==> config.mk <==
export PLATFORM = sky130hd
export DESIGN_NAME = gfr_fault_reporting
export DESIGN_NICKNAME = d
export VERILOG_FILES = /design/src/hdl/gfr_pkg.sv /design/src/hdl/gfr_fault_reporting.sv /design/src/hdl/gfr_gpf_fsc_enc.sv
export SDC_FILE = /design/constraint.sdc
export NUM_CORES = 1
export LEC_CHECK = 0
export BUFFER_PORTS_ARGS = -buffer_cell sky130_fd_sc_hd__buf_2
export CORE_AREA = 2 2 177 179
export DETAILED_ROUTE_END_ITERATION = 8
export DIE_AREA = 0 0 179 181
export HOLD_SLACK_MARGIN = 0.12
export PLACE_DENSITY = 0.47
export SLEW_MARGIN = 10
export SYNTH_ARGS = -nofsm -noshare
export SYNTH_HDL_FRONTEND = slang
export SYNTH_SLANG_ARGS = --single-unit
==> constraint.sdc <==
create_clock -name core_clk -period 4.5 [get_ports core_clk]
set_clock_uncertainty 0.1 [all_clocks]
set_input_delay 0.9 -clock core_clk [delete_from_list [all_inputs] [get_ports core_clk]]
set_output_delay 0.9 -clock core_clk [all_outputs]
set_load 0.01 [all_outputs]
==> src/hdl/gfr_pkg.sv <==
package gfr_pkg;

  // System-register encoding of the fault address register
  localparam logic [1:0] FAR_OP0 = 2'h3;
  localparam logic [2:0] FAR_OP1 = 3'h6;
  localparam logic [3:0] FAR_CRN = 4'h6;
  localparam logic [3:0] FAR_CRM = 4'h0;
  localparam logic [2:0] FAR_OP2 = 3'h5;

  // Highest exception level
  localparam logic [1:0] EL_TOP = 2'h3;

  // Fault address register field positions
  localparam int FAR_NS_BIT  = 63;
  localparam int FAR_NSE_BIT = 62;
  localparam int FPA_HI_MSB  = 51;
  localparam int FPA_HI_LSB  = 48;
  localparam int FPA_LO_MSB  = 47;
  localparam int FPA_LO_LSB  = 12;
  localparam int PA_BITS_DEF = 48;

  // Translation result register field positions
  localparam int PAR_F_BIT   = 0;
  localparam int PAR_FST_LSB = 1;
  localparam int PAR_NS_BIT  = 9;
  localparam int PAR_NSE_BIT = 11;

  // Profiling-buffer status register field positions
  localparam int PBS_EC_LSB  = 26;
  localparam int PBS_MSS_LSB = 0;

  // Fault status and exception class codes
  localparam logic [5:0] FSC_GPF_LVL_M1  = 6'h23;
  localparam logic [3:0] FSC_GPF_LVL_TOP = 4'h9;
  localparam logic [5:0] FSC_GPF_NOWALK  = 6'h28;
  localparam logic [5:0] EC_GPC          = 6'h1e;

  // Reset value of the result and status registers
  localparam logic [63:0] REG_RESET = 64'h0;

  // Physical address space, coded {extension, non-secure}
  typedef enum logic [1:0] {
    GFR_PAS_SECURE    = 2'b00,
    GFR_PAS_NONSECURE = 2'b01,
    GFR_PAS_ROOT      = 2'b10,
    GFR_PAS_REALM     = 2'b11
  } gfr_pas_t;

  // Translation regime of a translate operation
  typedef enum logic [1:0] {
    GFR_REG_TOP       = 2'b00,
    GFR_REG_SECURE    = 2'b01,
    GFR_REG_NONSECURE = 2'b10,
    GFR_REG_REALM     = 2'b11
  } gfr_regime_t;

  // Kind of profiling-buffer write fault
  typedef enum logic [1:0] {
    GFR_PB_GPC_OTHER  = 2'b00,
    GFR_PB_GPF_WALK   = 2'b01,
    GFR_PB_GPF_NOWALK = 2'b10,
    GFR_PB_ABORT      = 2'b11
  } gfr_pb_kind_t;

  typedef struct packed {
    logic [1:0] op0;
    logic [2:0] op1;
    logic [3:0] crn;
    logic [3:0] crm;
    logic [2:0] op2;
  } gfr_sysreg_enc_t;

  typedef struct packed {
    logic            valid;
    logic            write;
    gfr_sysreg_enc_t enc;
    logic [1:0]      el;
    logic [63:0]     wdata;
  } gfr_sysreg_req_t;

  typedef struct packed {
    logic        valid;
    logic        undef;
    logic [63:0] rdata;
  } gfr_sysreg_rsp_t;

  // Walk level: minus1 marks level -1, else level holds 0..3
  typedef struct packed {
    logic       minus1;
    logic [1:0] level;
  } gfr_walk_level_t;

  typedef struct packed {
    logic        valid;
    logic        on_walk;
    gfr_pas_t    pas;
    logic [51:0] input_pa;
    logic [51:0] desc_pa;
  } gfr_gpc_fault_t;

  typedef struct packed {
    logic            valid;
    logic            fault;
    logic            gpf_walk;
    gfr_walk_level_t walk_level;
    logic [5:0]      other_fst;
    gfr_regime_t     regime;
    logic            stage1_el10_op;
    logic            ns_attr;
    logic            nse_attr;
    logic [51:12]    out_pa;
  } gfr_xlate_t;

  typedef struct packed {
    logic            valid;
    gfr_pb_kind_t    kind;
    logic            stage2;
    gfr_walk_level_t walk_level;
    logic [5:0]      other_fsc;
  } gfr_pb_fault_t;

endpackage

==> src/hdl/gfr_fault_reporting.sv <==
`timescale 1ns/1ns

// Behaviour
// - Capture faulting address on protection check exception
// - Register access only from top exception level
// - Register absent without realm extension: undefined
// - Decode at encoding 3, 6, 6, 0, 5
// - Bits 63 and 62 give address space
// - Address bits 47:12; unimplemented bits read zero
// - Bits 51:48 only with large physical addressing
// - On table walk capture descriptor address
// - Captured fields have no reset value
// - Result bit 11 gives extension for top regime
// - Result non-secure bit for top, secure, realm
// - Walk protection fault status 100011 or 1001xx
// - Level -1 code needs wide granule extension
// - Buffer class 011110 for non-fault check errors
// - Buffer class equals syndrome class for checks
// - Buffer abort codes 100011, 1001xx, 101000
module gfr_fault_reporting #(
  parameter bit         HAS_REALM_EXT = 1'b1,
  parameter bit         HAS_LARGE_PA  = 1'b0,
  parameter bit         WIDE_GRANULE  = 1'b0,
  parameter int         PA_BITS       = gfr_pkg::PA_BITS_DEF,
  parameter logic [5:0] PB_EC_ABORT_S1 = 6'h24,
  parameter logic [5:0] PB_EC_ABORT_S2 = 6'h25
) (
  input  wire logic                    core_clk,
  input  wire logic                    reset_n,
  input  gfr_pkg::gfr_sysreg_req_t     sysreg_req,
  output gfr_pkg::gfr_sysreg_rsp_t     sysreg_rsp,
  input  gfr_pkg::gfr_gpc_fault_t      gpc_fault,
  input  gfr_pkg::gfr_xlate_t          xlate,
  output logic [63:0]                  translation_result_reg,
  input  gfr_pkg::gfr_pb_fault_t       pb_fault,
  output logic [63:0]                  profile_buffer_status_reg
);

  // Bits that hold storage in the fault address register
  function automatic logic [63:0] far_mask();
    logic [63:0] m;
    m = 64'h0;
    // Space bits always kept
    m[gfr_pkg::FAR_NS_BIT]  = 1'b1;
    m[gfr_pkg::FAR_NSE_BIT] = 1'b1;
    // Low field up to the implemented width
    for (int i = gfr_pkg::FPA_LO_LSB; i <= gfr_pkg::FPA_LO_MSB; i++) begin
      m[i] = (i < PA_BITS);
    end
    // High field also needs large addressing
    for (int i = gfr_pkg::FPA_HI_LSB; i <= gfr_pkg::FPA_HI_MSB; i++) begin
      m[i] = HAS_LARGE_PA && (i < PA_BITS);
    end
    return m;
  endfunction

  localparam logic [63:0] FAR_MASK = far_mask(); // Fixed by the build options

  // Fault address register storage, deliberately not reset
  logic [63:0]              fault_addr_reg;
  logic [63:0]              fault_addr_next;
  // Response and result registers
  gfr_pkg::gfr_sysreg_rsp_t rsp_reg;
  gfr_pkg::gfr_sysreg_rsp_t rsp_next;
  logic [63:0]              par_reg;
  logic [63:0]              par_next;
  logic [63:0]              pbs_reg;
  logic [63:0]              pbs_next;
  // Decode and capture terms
  logic                     far_hit;
  logic                     far_allowed;
  logic [51:0]              capture_pa;
  logic [63:0]              capture_word;
  logic [5:0]               xlate_gpf_fsc;
  logic [5:0]               pb_gpf_fsc;

  // Walk-level encoders for translation result and profiling buffer
  gfr_gpf_fsc_enc #(
    .WIDE_GRANULE (WIDE_GRANULE)
  ) u_xlate_fsc (
    .walk_level (xlate.walk_level),
    .fsc        (xlate_gpf_fsc)
  );

  gfr_gpf_fsc_enc #(
    .WIDE_GRANULE (WIDE_GRANULE)
  ) u_pb_fsc (
    .walk_level (pb_fault.walk_level),
    .fsc        (pb_gpf_fsc)
  );

  // Request decode; other encodings belong to other registers
  always_comb begin
    far_hit = sysreg_req.valid &&
              (sysreg_req.enc == {gfr_pkg::FAR_OP0, gfr_pkg::FAR_OP1, gfr_pkg::FAR_CRN,
                                  gfr_pkg::FAR_CRM, gfr_pkg::FAR_OP2});
    // Level and build gate
    far_allowed = HAS_REALM_EXT && (sysreg_req.el == gfr_pkg::EL_TOP);
  end

  // Build the captured word from the check's input address, or the descriptor address on a walk
  always_comb begin
    // Table walks report the descriptor fetch address
    capture_pa = gpc_fault.on_walk ? gpc_fault.desc_pa : gpc_fault.input_pa;
    capture_word = 64'h0;
    // Space pair into the top two bits
    capture_word[gfr_pkg::FAR_NS_BIT]  = gpc_fault.pas[0];
    capture_word[gfr_pkg::FAR_NSE_BIT] = gpc_fault.pas[1];
    // Address field spans both halves
    capture_word[gfr_pkg::FPA_HI_MSB:gfr_pkg::FPA_LO_LSB] =
      capture_pa[gfr_pkg::FPA_HI_MSB:gfr_pkg::FPA_LO_LSB];
    // Masking keeps unimplemented and reserved bits at zero
    capture_word = capture_word & FAR_MASK;
  end

  // Next value of the fault address register
  always_comb begin
    fault_addr_next = fault_addr_reg;
    if (HAS_REALM_EXT && gpc_fault.valid) begin
      // Hardware capture wins over a software write in the same cycle
      fault_addr_next = capture_word;
    end else if (far_hit && far_allowed && sysreg_req.write) begin
      fault_addr_next = sysreg_req.wdata & FAR_MASK;
    end
  end

  // No reset: software must not rely on the value before a capture
  always_ff @(posedge core_clk) begin
    fault_addr_reg <= fault_addr_next;
  end

  // Response to a decoded access, one cycle after the request
  always_comb begin
    rsp_next = '0;
    if (far_hit) begin
      rsp_next.valid = 1'b1;
      if (!far_allowed) begin
        // Lower levels and builds without the extension fault
        rsp_next.undef = 1'b1;
      end else if (!sysreg_req.write) begin
        // Reads return only kept bits
        rsp_next.rdata = fault_addr_reg & FAR_MASK;
      end
    end
  end

  // Translation result register update
  always_comb begin
    par_next = par_reg;
    if (xlate.valid) begin
      par_next = 64'h0;
      if (xlate.fault) begin
        // Fault: flag and status code only
        par_next[gfr_pkg::PAR_F_BIT] = 1'b1;
        if (xlate.gpf_walk && HAS_REALM_EXT) begin
          par_next[gfr_pkg::PAR_FST_LSB +: 6] = xlate_gpf_fsc;
        end else begin
          par_next[gfr_pkg::PAR_FST_LSB +: 6] = xlate.other_fst;
        end
      end else begin
        // Success: address and attributes
        par_next[gfr_pkg::FPA_HI_MSB:gfr_pkg::FPA_LO_LSB] = xlate.out_pa;
        // Unknown cases read zero rather than leaking stale attributes
        if (HAS_REALM_EXT && xlate.regime == gfr_pkg::GFR_REG_TOP) begin
          par_next[gfr_pkg::PAR_NSE_BIT] = xlate.nse_attr;
        end
        case (xlate.regime)
          gfr_pkg::GFR_REG_TOP: begin
            par_next[gfr_pkg::PAR_NS_BIT] = xlate.ns_attr;
          end
          gfr_pkg::GFR_REG_SECURE: begin
            par_next[gfr_pkg::PAR_NS_BIT] = xlate.ns_attr;
          end
          gfr_pkg::GFR_REG_REALM: begin
            // Realm EL1&0 stage 1 operations have no such attribute
            par_next[gfr_pkg::PAR_NS_BIT] = xlate.stage1_el10_op ? 1'b0 : xlate.ns_attr;
          end
          default: begin
            par_next[gfr_pkg::PAR_NS_BIT] = 1'b0;
          end
        endcase
      end
    end
  end

  // Profiling-buffer status register update
  always_comb begin
    pbs_next = pbs_reg;
    if (pb_fault.valid) begin
      pbs_next = 64'h0;
      case (pb_fault.kind)
        gfr_pkg::GFR_PB_GPC_OTHER: begin
          // Same class code as the exception syndrome; syndrome left zero
          pbs_next[gfr_pkg::PBS_EC_LSB +: 6] = gfr_pkg::EC_GPC;
        end
        gfr_pkg::GFR_PB_GPF_WALK: begin
          pbs_next[gfr_pkg::PBS_EC_LSB +: 6] = pb_fault.stage2 ? PB_EC_ABORT_S2 : PB_EC_ABORT_S1;
          // Code from the level encoder
          pbs_next[gfr_pkg::PBS_MSS_LSB +: 6] = pb_gpf_fsc;
        end
        gfr_pkg::GFR_PB_GPF_NOWALK: begin
          pbs_next[gfr_pkg::PBS_EC_LSB +: 6] = pb_fault.stage2 ? PB_EC_ABORT_S2 : PB_EC_ABORT_S1;
          // Fixed code off the walk
          pbs_next[gfr_pkg::PBS_MSS_LSB +: 6] = gfr_pkg::FSC_GPF_NOWALK;
        end
        default: begin
          pbs_next[gfr_pkg::PBS_EC_LSB +: 6] = pb_fault.stage2 ? PB_EC_ABORT_S2 : PB_EC_ABORT_S1;
          // Other aborts pass their code
          pbs_next[gfr_pkg::PBS_MSS_LSB +: 6] = pb_fault.other_fsc;
        end
      endcase
    end
  end

  // Registered state with synchronous reset
  always_ff @(posedge core_clk) begin
    if (!reset_n) begin
      // Address storage stays out of reset
      rsp_reg <= '0;
      par_reg <= gfr_pkg::REG_RESET;
      pbs_reg <= gfr_pkg::REG_RESET;
    end else begin
      rsp_reg <= rsp_next;
      par_reg <= par_next;
      pbs_reg <= pbs_next;
    end
  end

  // Outputs straight from flip-flops
  assign sysreg_rsp                = rsp_reg;
  assign translation_result_reg    = par_reg;
  assign profile_buffer_status_reg = pbs_reg;

  // Checks on the block's outputs and its address storage
  // Inputs only qualify them

  a_undef_low_el: assert property (@(posedge core_clk) disable iff (!reset_n)
    far_hit && (sysreg_req.el != 2'h3) |=> sysreg_rsp.valid && sysreg_rsp.undef)
    else $error("access below top level not undefined");

  a_undef_no_ext: assert property (@(posedge core_clk) disable iff (!reset_n)
    !HAS_REALM_EXT && sysreg_req.valid |=> !sysreg_rsp.valid || sysreg_rsp.undef)
    else $error("access without extension not undefined");

  a_decode_enc: assert property (@(posedge core_clk) disable iff (!reset_n)
    sysreg_rsp.valid |-> $past(sysreg_req.valid) &&
      ($past(sysreg_req.enc) == {2'h3, 3'h6, 4'h6, 4'h0, 3'h5}))
    else $error("response for a foreign encoding");

  a_capture_read: assert property (@(posedge core_clk) disable iff (!reset_n)
    HAS_REALM_EXT && gpc_fault.valid ##1
      (far_hit && far_allowed && !sysreg_req.write && !gpc_fault.valid)
      |=> sysreg_rsp.rdata[47:12] == (($past(gpc_fault.on_walk, 2) ?
            $past(gpc_fault.desc_pa[47:12], 2) : $past(gpc_fault.input_pa[47:12], 2)) & FAR_MASK[47:12]))
    else $error("captured address not read back");

  a_walk_desc: assert property (@(posedge core_clk) disable iff (!reset_n)
    HAS_REALM_EXT && gpc_fault.valid && gpc_fault.on_walk
      |=> fault_addr_reg[51:12] == ($past(gpc_fault.desc_pa[51:12]) & FAR_MASK[51:12]))
    else $error("walk fault did not capture descriptor address");

  a_pas_bits: assert property (@(posedge core_clk) disable iff (!reset_n)
    HAS_REALM_EXT && gpc_fault.valid |=> {fault_addr_reg[62], fault_addr_reg[63]} == $past(gpc_fault.pas))
    else $error("address space bits wrong");

  a_res0_read: assert property (@(posedge core_clk) disable iff (!reset_n)
    sysreg_rsp.valid |-> (sysreg_rsp.rdata[61:52] == 10'h0) && (sysreg_rsp.rdata[11:0] == 12'h0))
    else $error("reserved bits not zero");

  a_hi_pa_zero: assert property (@(posedge core_clk) disable iff (!reset_n)
    !HAS_LARGE_PA && sysreg_rsp.valid |-> sysreg_rsp.rdata[51:48] == 4'h0)
    else $error("upper address bits set without large addressing");

  a_par_gpf_code: assert property (@(posedge core_clk) disable iff (!reset_n)
    HAS_REALM_EXT && xlate.valid && xlate.fault && xlate.gpf_walk && !xlate.walk_level.minus1
      |=> translation_result_reg[0] && (translation_result_reg[6:1] == {4'h9, $past(xlate.walk_level.level)}))
    else $error("walk protection fault code wrong");

  a_no_minus1: assert property (@(posedge core_clk) disable iff (!reset_n)
    !WIDE_GRANULE |-> (translation_result_reg[6:1] != 6'h23) && (profile_buffer_status_reg[5:0] != 6'h23))
    else $error("level -1 code without wide granule");

  a_par_nse: assert property (@(posedge core_clk) disable iff (!reset_n)
    xlate.valid && !xlate.fault |=> translation_result_reg[11] ==
      (HAS_REALM_EXT && ($past(xlate.regime) == gfr_pkg::GFR_REG_TOP) && $past(xlate.nse_attr)))
    else $error("extension attribute bit wrong");

  a_par_ns: assert property (@(posedge core_clk) disable iff (!reset_n)
    xlate.valid && !xlate.fault && (xlate.regime == gfr_pkg::GFR_REG_SECURE)
      |=> translation_result_reg[9] == $past(xlate.ns_attr))
    else $error("non-secure attribute bit wrong");

  a_pb_gpc_class: assert property (@(posedge core_clk) disable iff (!reset_n)
    pb_fault.valid && (pb_fault.kind == gfr_pkg::GFR_PB_GPC_OTHER)
      |=> (profile_buffer_status_reg[31:26] == 6'h1e) && (profile_buffer_status_reg[15:0] == 16'h0))
    else $error("buffer check class wrong");

  a_pb_nowalk: assert property (@(posedge core_clk) disable iff (!reset_n)
    pb_fault.valid && (pb_fault.kind == gfr_pkg::GFR_PB_GPF_NOWALK)
      |=> profile_buffer_status_reg[5:0] == 6'h28)
    else $error("buffer non-walk fault code wrong");

  a_pb_hold: assert property (@(posedge core_clk) disable iff (!reset_n)
    !pb_fault.valid |=> $stable(profile_buffer_status_reg))
    else $error("buffer status changed without event");

  // Plain faults keep the input address
  a_capture_input: assert property (@(posedge core_clk) disable iff (!reset_n)
    HAS_REALM_EXT && gpc_fault.valid && !gpc_fault.on_walk
      |=> fault_addr_reg[51:12] == ($past(gpc_fault.input_pa[51:12]) & FAR_MASK[51:12]))
    else $error("fault did not capture input address");

  // Refused access carries no data
  a_refused_zero: assert property (@(posedge core_clk) disable iff (!reset_n)
    sysreg_rsp.undef |-> sysreg_rsp.valid && (sysreg_rsp.rdata == 64'h0))
    else $error("refused access returned data");

  // Only kept bits read back
  a_unimpl_zero: assert property (@(posedge core_clk) disable iff (!reset_n)
    sysreg_rsp.valid |-> (sysreg_rsp.rdata & ~FAR_MASK) == 64'h0)
    else $error("unimplemented address bits set");

  // No extension: every hit refused
  a_no_ext_hit: assert property (@(posedge core_clk) disable iff (!reset_n)
    !HAS_REALM_EXT && far_hit |=> sysreg_rsp.valid && sysreg_rsp.undef)
    else $error("hit without extension not refused");

  // Fault flag follows the result
  a_par_flag: assert property (@(posedge core_clk) disable iff (!reset_n)
    xlate.valid |=> translation_result_reg[0] == $past(xlate.fault))
    else $error("translation fault flag wrong");

  // Level -1 code with wide granule
  a_par_minus1: assert property (@(posedge core_clk) disable iff (!reset_n)
    WIDE_GRANULE && HAS_REALM_EXT && xlate.valid && xlate.fault && xlate.gpf_walk && xlate.walk_level.minus1
      |=> translation_result_reg[6:1] == 6'h23)
    else $error("level -1 code missing");

  // Top regime non-secure attribute
  a_par_ns_top: assert property (@(posedge core_clk) disable iff (!reset_n)
    xlate.valid && !xlate.fault && (xlate.regime == gfr_pkg::GFR_REG_TOP)
      |=> translation_result_reg[9] == $past(xlate.ns_attr))
    else $error("top regime attribute wrong");

  // Buffer walk faults carry the level
  a_pb_walk_code: assert property (@(posedge core_clk) disable iff (!reset_n)
    pb_fault.valid && (pb_fault.kind == gfr_pkg::GFR_PB_GPF_WALK) && !pb_fault.walk_level.minus1
      |=> profile_buffer_status_reg[5:0] == {4'h9, $past(pb_fault.walk_level.level)})
    else $error("buffer walk fault code wrong");

endmodule

==> src/hdl/gfr_gpf_fsc_enc.sv <==
`timescale 1ns/1ns

// Fault status code for a protection fault met on a table walk
module gfr_gpf_fsc_enc #(
  parameter bit WIDE_GRANULE = 1'b0
) (
  input  gfr_pkg::gfr_walk_level_t walk_level,
  output logic [5:0]               fsc
);

  // Level -1 only exists with the wide granule; otherwise fold to level 0
  always_comb begin
    if (walk_level.minus1 && WIDE_GRANULE) begin
      fsc = gfr_pkg::FSC_GPF_LVL_M1;
    end else if (walk_level.minus1) begin
      fsc = {gfr_pkg::FSC_GPF_LVL_TOP, 2'h0};
    end else begin
      fsc = {gfr_pkg::FSC_GPF_LVL_TOP, walk_level.level};
    end
  end

endmodule

Word-level counts from Yosys, hierarchy flattened. Cells that the tools add are included.

Add/sub/neg operators: 0. Multipliers: 0. Divide/modulo/power cells: 0. $lt $le $gt $ge: 0. Equality and inequality tests: 6. Shifts and indexed selects: 0. Multiplexer cells: 19. Bitwise logic cells: 3. Reductions and logical operators: 10.

Operators with widths (number): two-way mux 64 bit (4); two-way mux 66 bit (1); two-way mux 48 bit (1); two-way mux 41 bit (1); one-hot mux 6 bit (3 select lines) (1); == test 16 bit (second input constant) (1); two-way mux 6 bit (2); two-way mux 7 bit (1); == test 2 bit (second input constant) (3); two-way mux 1 bit (5); == test 2 x 1 -> 1 bit (second input constant) (2); zero test 2 bit (2); two-way mux 2 bit (2); OR reduction 4 bit (1); logical AND 1 bit (3); NOT 1 bit (3); AND reduction 3 bit (1); one-hot mux 1 bit (2 select lines) (1); AND reduction 2 bit (1); nonzero test 2 bit (1); OR reduction 2 bit (1).

Register bits: 165. Bits in latches: 0. Memory bits (writable): 0. Memory bits (read-only): 0. Input bits: 264. Output and inout port bits: 194. Word-level logic and storage cells: 45. Memories kept: 0.

Longest topological paths before layout. Gate-level depths: netlist of the first run.

Depth after elaboration: 6. Depth in mapped cells: 5. Depth with buffers taken out: 5.

Cells and area by module. A second synthesis of the first run with hierarchy kept.

Cells, all modules: 641. Area, all modules: 6652.6 sq um.

Modules (own cells, without submodules): gfr_fault_reporting (instances 1, cells each 625, area each 6552.5 sq um, seq. area each 3123.0 sq um); gfr_gpf_fsc_enc (instances 2, cells each 8, area each 50.0 sq um, seq. area each 0.0 sq um).

Worst setup path before layout of the first run. No wires, ideal clock.

Path kind: in2reg. Start point: input sysreg_req[71] (netlist name). End point: register fault_addr_reg[12] (enable). Library setup time: 441 ps. Data arrival time: 3368 ps. Required time: 3959 ps. Slack: 590 ps. Stages on the path: 4. Buffers on the path: 1. Path through: nor4b_4 -> nand4_4 -> buf_6 -> o21bai_1.

Cells in the longest elaborated chain, start to end: 5.

RTL lines: start, declared (line gfr_fault_reporting.sv:30) `input gfr_pkg::gfr_sysreg_req_t sysreg_req,`; == test 16 bit (line gfr_fault_reporting.sv:95) `(sysreg_req.enc == {gfr_pkg::FAR_OP0, gfr_pkg::FAR_OP1, gfr_pkg::FAR_CRN,`; logical AND 1 bit (line gfr_fault_reporting.sv:94) `far_hit = sysreg_req.valid &&`; logical AND 1 bit (2 in series) (line gfr_fault_reporting.sv:122) `end else if (far_hit && far_allowed && sysreg_req.write) begin`; nonzero test 2 bit (no source line); end signal, assigned (line gfr_fault_reporting.sv:129) `fault_addr_reg <= fault_addr_next;`; end, declared (line gfr_fault_reporting.sv:60) `logic [63:0] fault_addr_reg;`.

Every way passes these cells. A chain may end at the register's enable or synchronous reset.

Worst setup path after layout of the first run.
Start point: input sysreg_req[67] (netlist name). End point: register fault_addr_reg[34] (enable).

Same word-level chain as after synthesis.

==> results.md, run 1 <==
* Worst Path Max Fanout at 38
* Synthesized cell area at ~6600 sq um
* R2R Path End: sysreg_rsp[41]
* Synth Area in Compound Gates at approximately a tenth
* Reg2reg path depth at 2
* Layout cells sized above 1 at 42.76%
* Antenna violations before repair at 0
* Mux cell area share after synthesis at ~6.6%
* Routed vias at a little over 5000
* Syn Area/Cell at 10.51 sq um
* TritonCTS Buffers at 17
* Slew Viols, Final at 0
* Area grow syn2layout at 32.55%
* EDFF count, synth at 38
* Leakage at around 4 nW
* Most frequent cells in the layout: buf_2, dfxtp_1, conb_1
* Vias per cell at 3.934
* Pwr Density at about 370 nW/um^2
* # IOs at 458
* Synth Area in Adders at less than 1%
* Chip Width at between 150 and 200 um
* CP startpoint: sysreg_req[67]
* Cell Rows at 64
* Post-route ant nets at 0
* RePlAce Congestion at around 0.75
* Status: finished, final reports clean
* Tot GR Track Use at 11.27%
* Die Y at approximately 180 um
* Post-CTS resize count at 0
* Largest net degree at the start of global routing at 57
* #FFs+latches synth at 137
* Cells along the critical path: buf_2, nor3b_1, nand4_1, o21bai_4, buf_4
* R2r startpoint: fault_addr_reg[41]
* CTS H-tree depth at 4
* Max incr delay on CP at about 500 ps
* Crit path time final at between 2000 and 3000 ps
* Sequential area share after synthesis at between 40% and 50%
* Clk_lat worst skew at 420 ps
* Commonest non-fill, non-tap cell in the layout: buf_2
* Worst-path clk slew at about 60 ps
* Syn Inst Count at 624
* Crit Path Class: primary input to flop
* Final wirelength at 18.91 mm
* CTS Root Cell: clkbuf_16
* DR pass1 iterations at 4
* Setup Fix Bufs, Post-CTS at 0
* Setup TNS at 0 ps
* Internal power at between 0.002 and 0.0025 W
* FFs w/ async S/R, synth at 0%
* Slew HR at between 20% and 30%
* Flop-to-flop setup slack at approximately 3700 ps
* Post-Synth XOR/XNOR Area at 0%
* Final period util at between 50% and 60%
* # diodes at 0
* Critical Path RT at 4450 ps
* Worst hold path type: flop to flop
* Power share of the clock group at between 40% and 50%
* Pwr Total at ~0.0032 W
* Hold buffer count at CTS at 0
* Yosys top cell by area: dfxtp_1
* Critical Path Start Type: primary input
* PortBufs at slightly above 300
* Simple-gate share of the synthesized area at ~20%
* RSZ-0062 raised after global routing: no
* DRC viols at 0
* Routed len/inst at 14.38 um
* Logic gate share of total power at about a tenth
* HPWL after detailed placement at between 10 and 15 mm
* Synth warn at 0
* Crit path to: fault_addr_reg[34]
* Slew of the pin with the lowest slew margin at between 1000 and 1500 ps
* Worst EP arrival at ~2500 ps
* Die Area at approximately 32000 sq um
* Sequential fraction of design power at ~42%
* Post-synth top flop: dfxtp_1
* Vias in the first global route at roughly 5000
* Initial core utilization at between 20 and 25%
* Peak supply drop at about 0.24 mV
* Synth top area share at ~30%
* Clk sinks at ~140
* Main combinational cell family by area after synthesis: simple AND/OR/NAND/NOR gates
* Starting DRT DRC Count at 150
* Max reg flops at approximately 50
* Synth area leaders: dfxtp_1, edfxtp_1, buf_4
* CTS tree: done
* Final setup viols at 0
* Worst-path cell with the longest stage delay: nor3b_1
* Crit end category: flop
* Hold Fails Final Rpt at 0
* Number of nets in the layout at between 1000 and 1500
* MaxCap Viol Count at 0
* Clock Path Buffers at 2
* Utilization after layout at around 29%
* Fillers at about 3300
* Core Area at 30350 sq um
* Sw Share at a little under a quarter
* Total global routing overflow at 0
* First-pass GRT wire length at between 20 and 30 mm
* Psw at about 0.00076 W
* Synth unique cells at 38
* Peak Freq at ~0.39 GHz
critical path: cells and delay by family:
kind | cells | cell delay [ps]
compound gates | 1 | 180
buf+inv | 2 | 590
simple gates | 2 | 790
per-layer routing:
layer / global-route usage (%) / up-vias / routed length [um]
met5: 0 / - / 0
met2: 19.38 / 275 / 8935
met3: 3.598 / 12 / 1811
li1: - / 2561 / -
met4: 4.488 / 0 / 295
met1: 12.80 / 2325 / 7866
kinds of logic after synthesis:
logic type      after synthesis
simple gates                188
buf+inv                     147
flops                       137
compound gates              104
mux                          43
fa+ha+maj                     4
other cells                   1
worst min path at each step:
stage                                    end  cells after the start  slack, ps                          start
3_3_place_gp   profile_buffer_status_reg[28]                      1        330  profile_buffer_status_reg[28]
5_1_grt            translation_result_reg[4]                      2        390      translation_result_reg[4]
3_5_place_dp   profile_buffer_status_reg[28]                      1        360  profile_buffer_status_reg[28]
2_1_floorplan      translation_result_reg[1]                      2        390      translation_result_reg[1]
6_report       profile_buffer_status_reg[28]                      1        360  profile_buffer_status_reg[28]
4_1_cts            translation_result_reg[1]                      2        370      translation_result_reg[1]
area by class of cell:
type	instances	area, sq um	share of cell area (%)
inverter	4	15.01	0.1726
clock inverter	8	100.1	1.151
clock buffer	24	544.3	6.258
timing repair buffer	314	1592	18.30
multi-input combinational	432	2828	32.51
sequential	137	3123	35.91
tap	396	495.5	5.697
power groups by stage:
| stage | clock network, W | logic (W) | registers (W) |
|---|---|---|---|
| floorplan | 0 | 0.000241 | 0.00138 |
| global placement | 0 | 0.000347 | 0.00137 |
| detailed placement | 0 | 0.000347 | 0.00138 |
| CTS | 0.00158 | 0.000348 | 0.00135 |
| global route | 0.00162 | 0.000382 | 0.00135 |
| finish | 0.00151 | 0.000342 | 0.00135 |
cells in the mapped netlist, types with 4 or more instances:
cell	instances
buf_4	99
dfxtp_1	99
nor2b_1	45
a22oi_1	42
a21oi_1	41
mux2i_1	41
nand3b_1	39
edfxtp_1	38
nor2_1	38
nor3_2	38
clkbuf_1	25
buf_2	12
nand2_1	12
a21boi_0	9
buf_6	5
ha_1	4
inv_1	4
through the flow:
step | hold slack [ps] | setup WS (ps) | instance area [sq um] | std cells
after floorplan | 393.1 | 590.5 | 6907 | 716
after global placement | 333.5 | 1393 | 8053 | 1283
after detailed placement | 357.6 | 1375 | 8053 | 1283
after CTS | 370.0 | 1831 | 8697 | 1315
after global routing | 391.5 | 1781 | 8697 | 1315
final | 358.0 | 1964 | 8697 | 1315
No activity file was read; power rests on OpenSTA's default activity.
==> run 2: changes to the inputs <==
==> constraint.sdc (replaced) <==
create_clock -name core_clk -period 2.47 [get_ports core_clk]
set_clock_uncertainty 0.1 [all_clocks]
set_input_delay 0.494 -clock core_clk [delete_from_list [all_inputs] [get_ports core_clk]]
set_output_delay 0.494 -clock core_clk [all_outputs]
set_load 0.01 [all_outputs]
==> results.md, run 2 (same netlist as run 1, synthesis figures left out) <==
* Status: finished, final reports clean
* Tot GR Track Use at 11.83% (+0.56 points)
* Final period util at approximately 71%
* Number of nets in the layout at 1184 (+0.85%)
* Commonest non-fill, non-tap cell in the layout: buf_2
* Internal power at 0.004268 W (+75%)
* Slew Viols, Final at 0 (unchanged)
* Setup Fix Bufs, Post-CTS at 0 (unchanged)
* Setup WS pre-CTS at 271.6 ps (-1104 ps)
* Area grow syn2layout at 33.66%
* Crit end category: flop
* Routed len/inst at 15.01 um (+4.4%)
* Most frequent cells in the layout: buf_2, dfxtp_1, conb_1
* Critical Path Start Type: primary input
* DR pass1 iterations at 4 (unchanged)
* Vias per cell at 3.963 (+0.74%)
* Flop-to-flop setup slack at 1650 ps (-2020 ps)
* Clk_lat worst skew at 420 ps (about the same)
* CTS H-tree depth at 4 (unchanged)
* Fillers at 3245 (-0.70%)
* Layout cells sized above 1 at 43.16% (+0.40 points)
* Hold buffer count at CTS at 0 (unchanged)
* CTS tree: done
* Initial core utilization at 21.62% (unchanged)
* Core Area at 30350 sq um (unchanged)
* DRC viols at 0 (unchanged)
* Die Y at 181 um (unchanged)
* Total global routing overflow at 0 (unchanged)
* Peak supply drop at 0.4349 mV (+81%)
* Crit path time final at between 1500 and 2000 ps
* Worst-path clk slew at 60 ps (about the same)
* HPWL after detailed placement at 14.71 mm (+3.2%)
* Multi-input gate area at 2840 sq um (+0.44%)
* Vias in the first global route at 4917 (+0.94%)
* Worst EP arrival at 1770 ps (-710 ps)
* Antenna violations before repair at 0 (unchanged)
* Critical Path RT at 2480 ps (-1970 ps)
* FF/Latch Area at 3123 sq um (unchanged)
* Starting DRT DRC Count at 135 (-10%)
* Power share of the clock group at 45.7% (-1.4 points)
* Setup ws final at 708.8 ps (-1255 ps)
* Sequential fraction of design power at 43.1% (+0.9 points)
* TritonCTS Buffers at 17 (unchanged)
* R2R Path End: sysreg_rsp[13]
* Slew of the pin with the lowest slew margin at 543.8 ps (-576.6 ps)
* # diodes at 0 (unchanged)
* Psw at 0.001434 W (+89%)
* Largest net degree at the start of global routing at 49 (-14%)
* Sw Share at 25.16% (+1.4 points)
* Slew HR at 63.75% (+38 points)
* Pwr Density at 650.2 nW/um^2 (+77%)
* Worst Path Max Fanout at 29 (-24%)
* Max reg flops at 49 (unchanged)
* PortBufs at 306 (unchanged)
* Setup TNS at 0 ps (unchanged)
* Post-CTS resize count at 0 (unchanged)
* Post-route ant nets at 0 (unchanged)
* Pwr Total at 0.005702 W (+78%)
* CP startpoint: sysreg_req[67]
* Cell Rows at 64 (unchanged)
* Leakage at 3.962 nW (+0.92%)
* Peak Freq at 0.5678 GHz
* Final setup viols at 0 (unchanged)
* Crit Path Class: primary input to flop
* # IOs at 458 (unchanged)
* Clk sinks at 137 (unchanged)
* Logic gate share of total power at 11.3% (+0.6 points)
* First-pass GRT wire length at 28.27 mm (+3.5%)
* MaxCap Viol Count at 0 (unchanged)
* Die Area at 32400 sq um (unchanged)
* Hold Fails Final Rpt at 0 (unchanged)
* Crit path to: fault_addr_reg[12]
* Clock Path Buffers at 2 (unchanged)
* Chip Width at 179 um (unchanged)
* CTS Root Cell: clkbuf_16
* RSZ-0062 raised after global routing: no
* Final wirelength at 19.89 mm (+5.2%)
* RePlAce Congestion at 0.7210 (-4.1%)
* Reg2reg path depth at 2 (unchanged)
* Routed vias at 5251 (+1.5%)
* Worst hold path type: primary input to flop
* Hold slack at 225.3 ps (-132.7 ps)
* R2r startpoint: fault_addr_reg[13]
run 2: cell count changes in the layout (fill, tap and decap cells not counted):
cell        previous run  this run
buf_12                 0         3
buf_4                  8        15
clkbuf_1               0         2
clkbuf_16             19        18
clkbuf_8               5         0
clkinvlp_4             0         1
inv_6                  1         4
nand3_2                1         0
nand3_4                0         1
nor2b_2                1         0
nor2b_4                0         1
run 2: how the worst min path moves through the flow:
stage | slack [ps] | to | start | cells past startpoint
after floorplan | 390 | translation_result_reg[1] | translation_result_reg[1] | 2
after global placement | 330 | profile_buffer_status_reg[28] | profile_buffer_status_reg[28] | 1
after detailed placement | 350 | profile_buffer_status_reg[28] | profile_buffer_status_reg[28] | 1
after CTS | 200 | translation_result_reg[5] | xlate[49] | 3
after global routing | 220 | translation_result_reg[5] | xlate[49] | 3
final | 230 | translation_result_reg[5] | xlate[49] | 3
run 2: per-layer routing:
layer  vias to the layer above  wire, um  track usage [%]
li1                       2578         -                -
met1                      2385      8256            13.68
met2                       278      9454            20.68
met3                        10      1945            3.598
met4                         0       238            3.675
met5                         -         0                0
run 2: worst max-delay path: stages:
cell and delay [ps]:
buf_2 90, nor3b_1 380, buf_4 210, nand4_1 140, o21bai_4 190, buf_12 220
run 2: power by group through the flow:
stage | combinational [W] | clock, W | sequential [W]
after floorplan | 0.000441 | 0 | 0.00252
after global placement | 0.000651 | 0 | 0.00250
after detailed placement | 0.000652 | 0 | 0.00251
after CTS | 0.000655 | 0.00270 | 0.00246
after global routing | 0.000716 | 0.00281 | 0.00247
final | 0.000643 | 0.00260 | 0.00246
run 2: area by class of cell:
cell class	instances	share of cell area [%]
inverter	4	0.1712
sequential	137	35.61
multi-input combinational	432	32.39
timing repair buffer	324	19.43
tap	396	5.650
clock buffer	20	5.222
clock inverter	12	1.527
run 2: through the flow:
stage | util (%) | instances | cell area, sq um
floorplan | - | 716 | 6918
global placement | 26.95 | 1293 | 8178
detailed placement | 26.95 | 1293 | 8178
CTS | 28.90 | 1325 | 8770
global route | 28.90 | 1325 | 8770
finish | 28.90 | 1325 | 8770
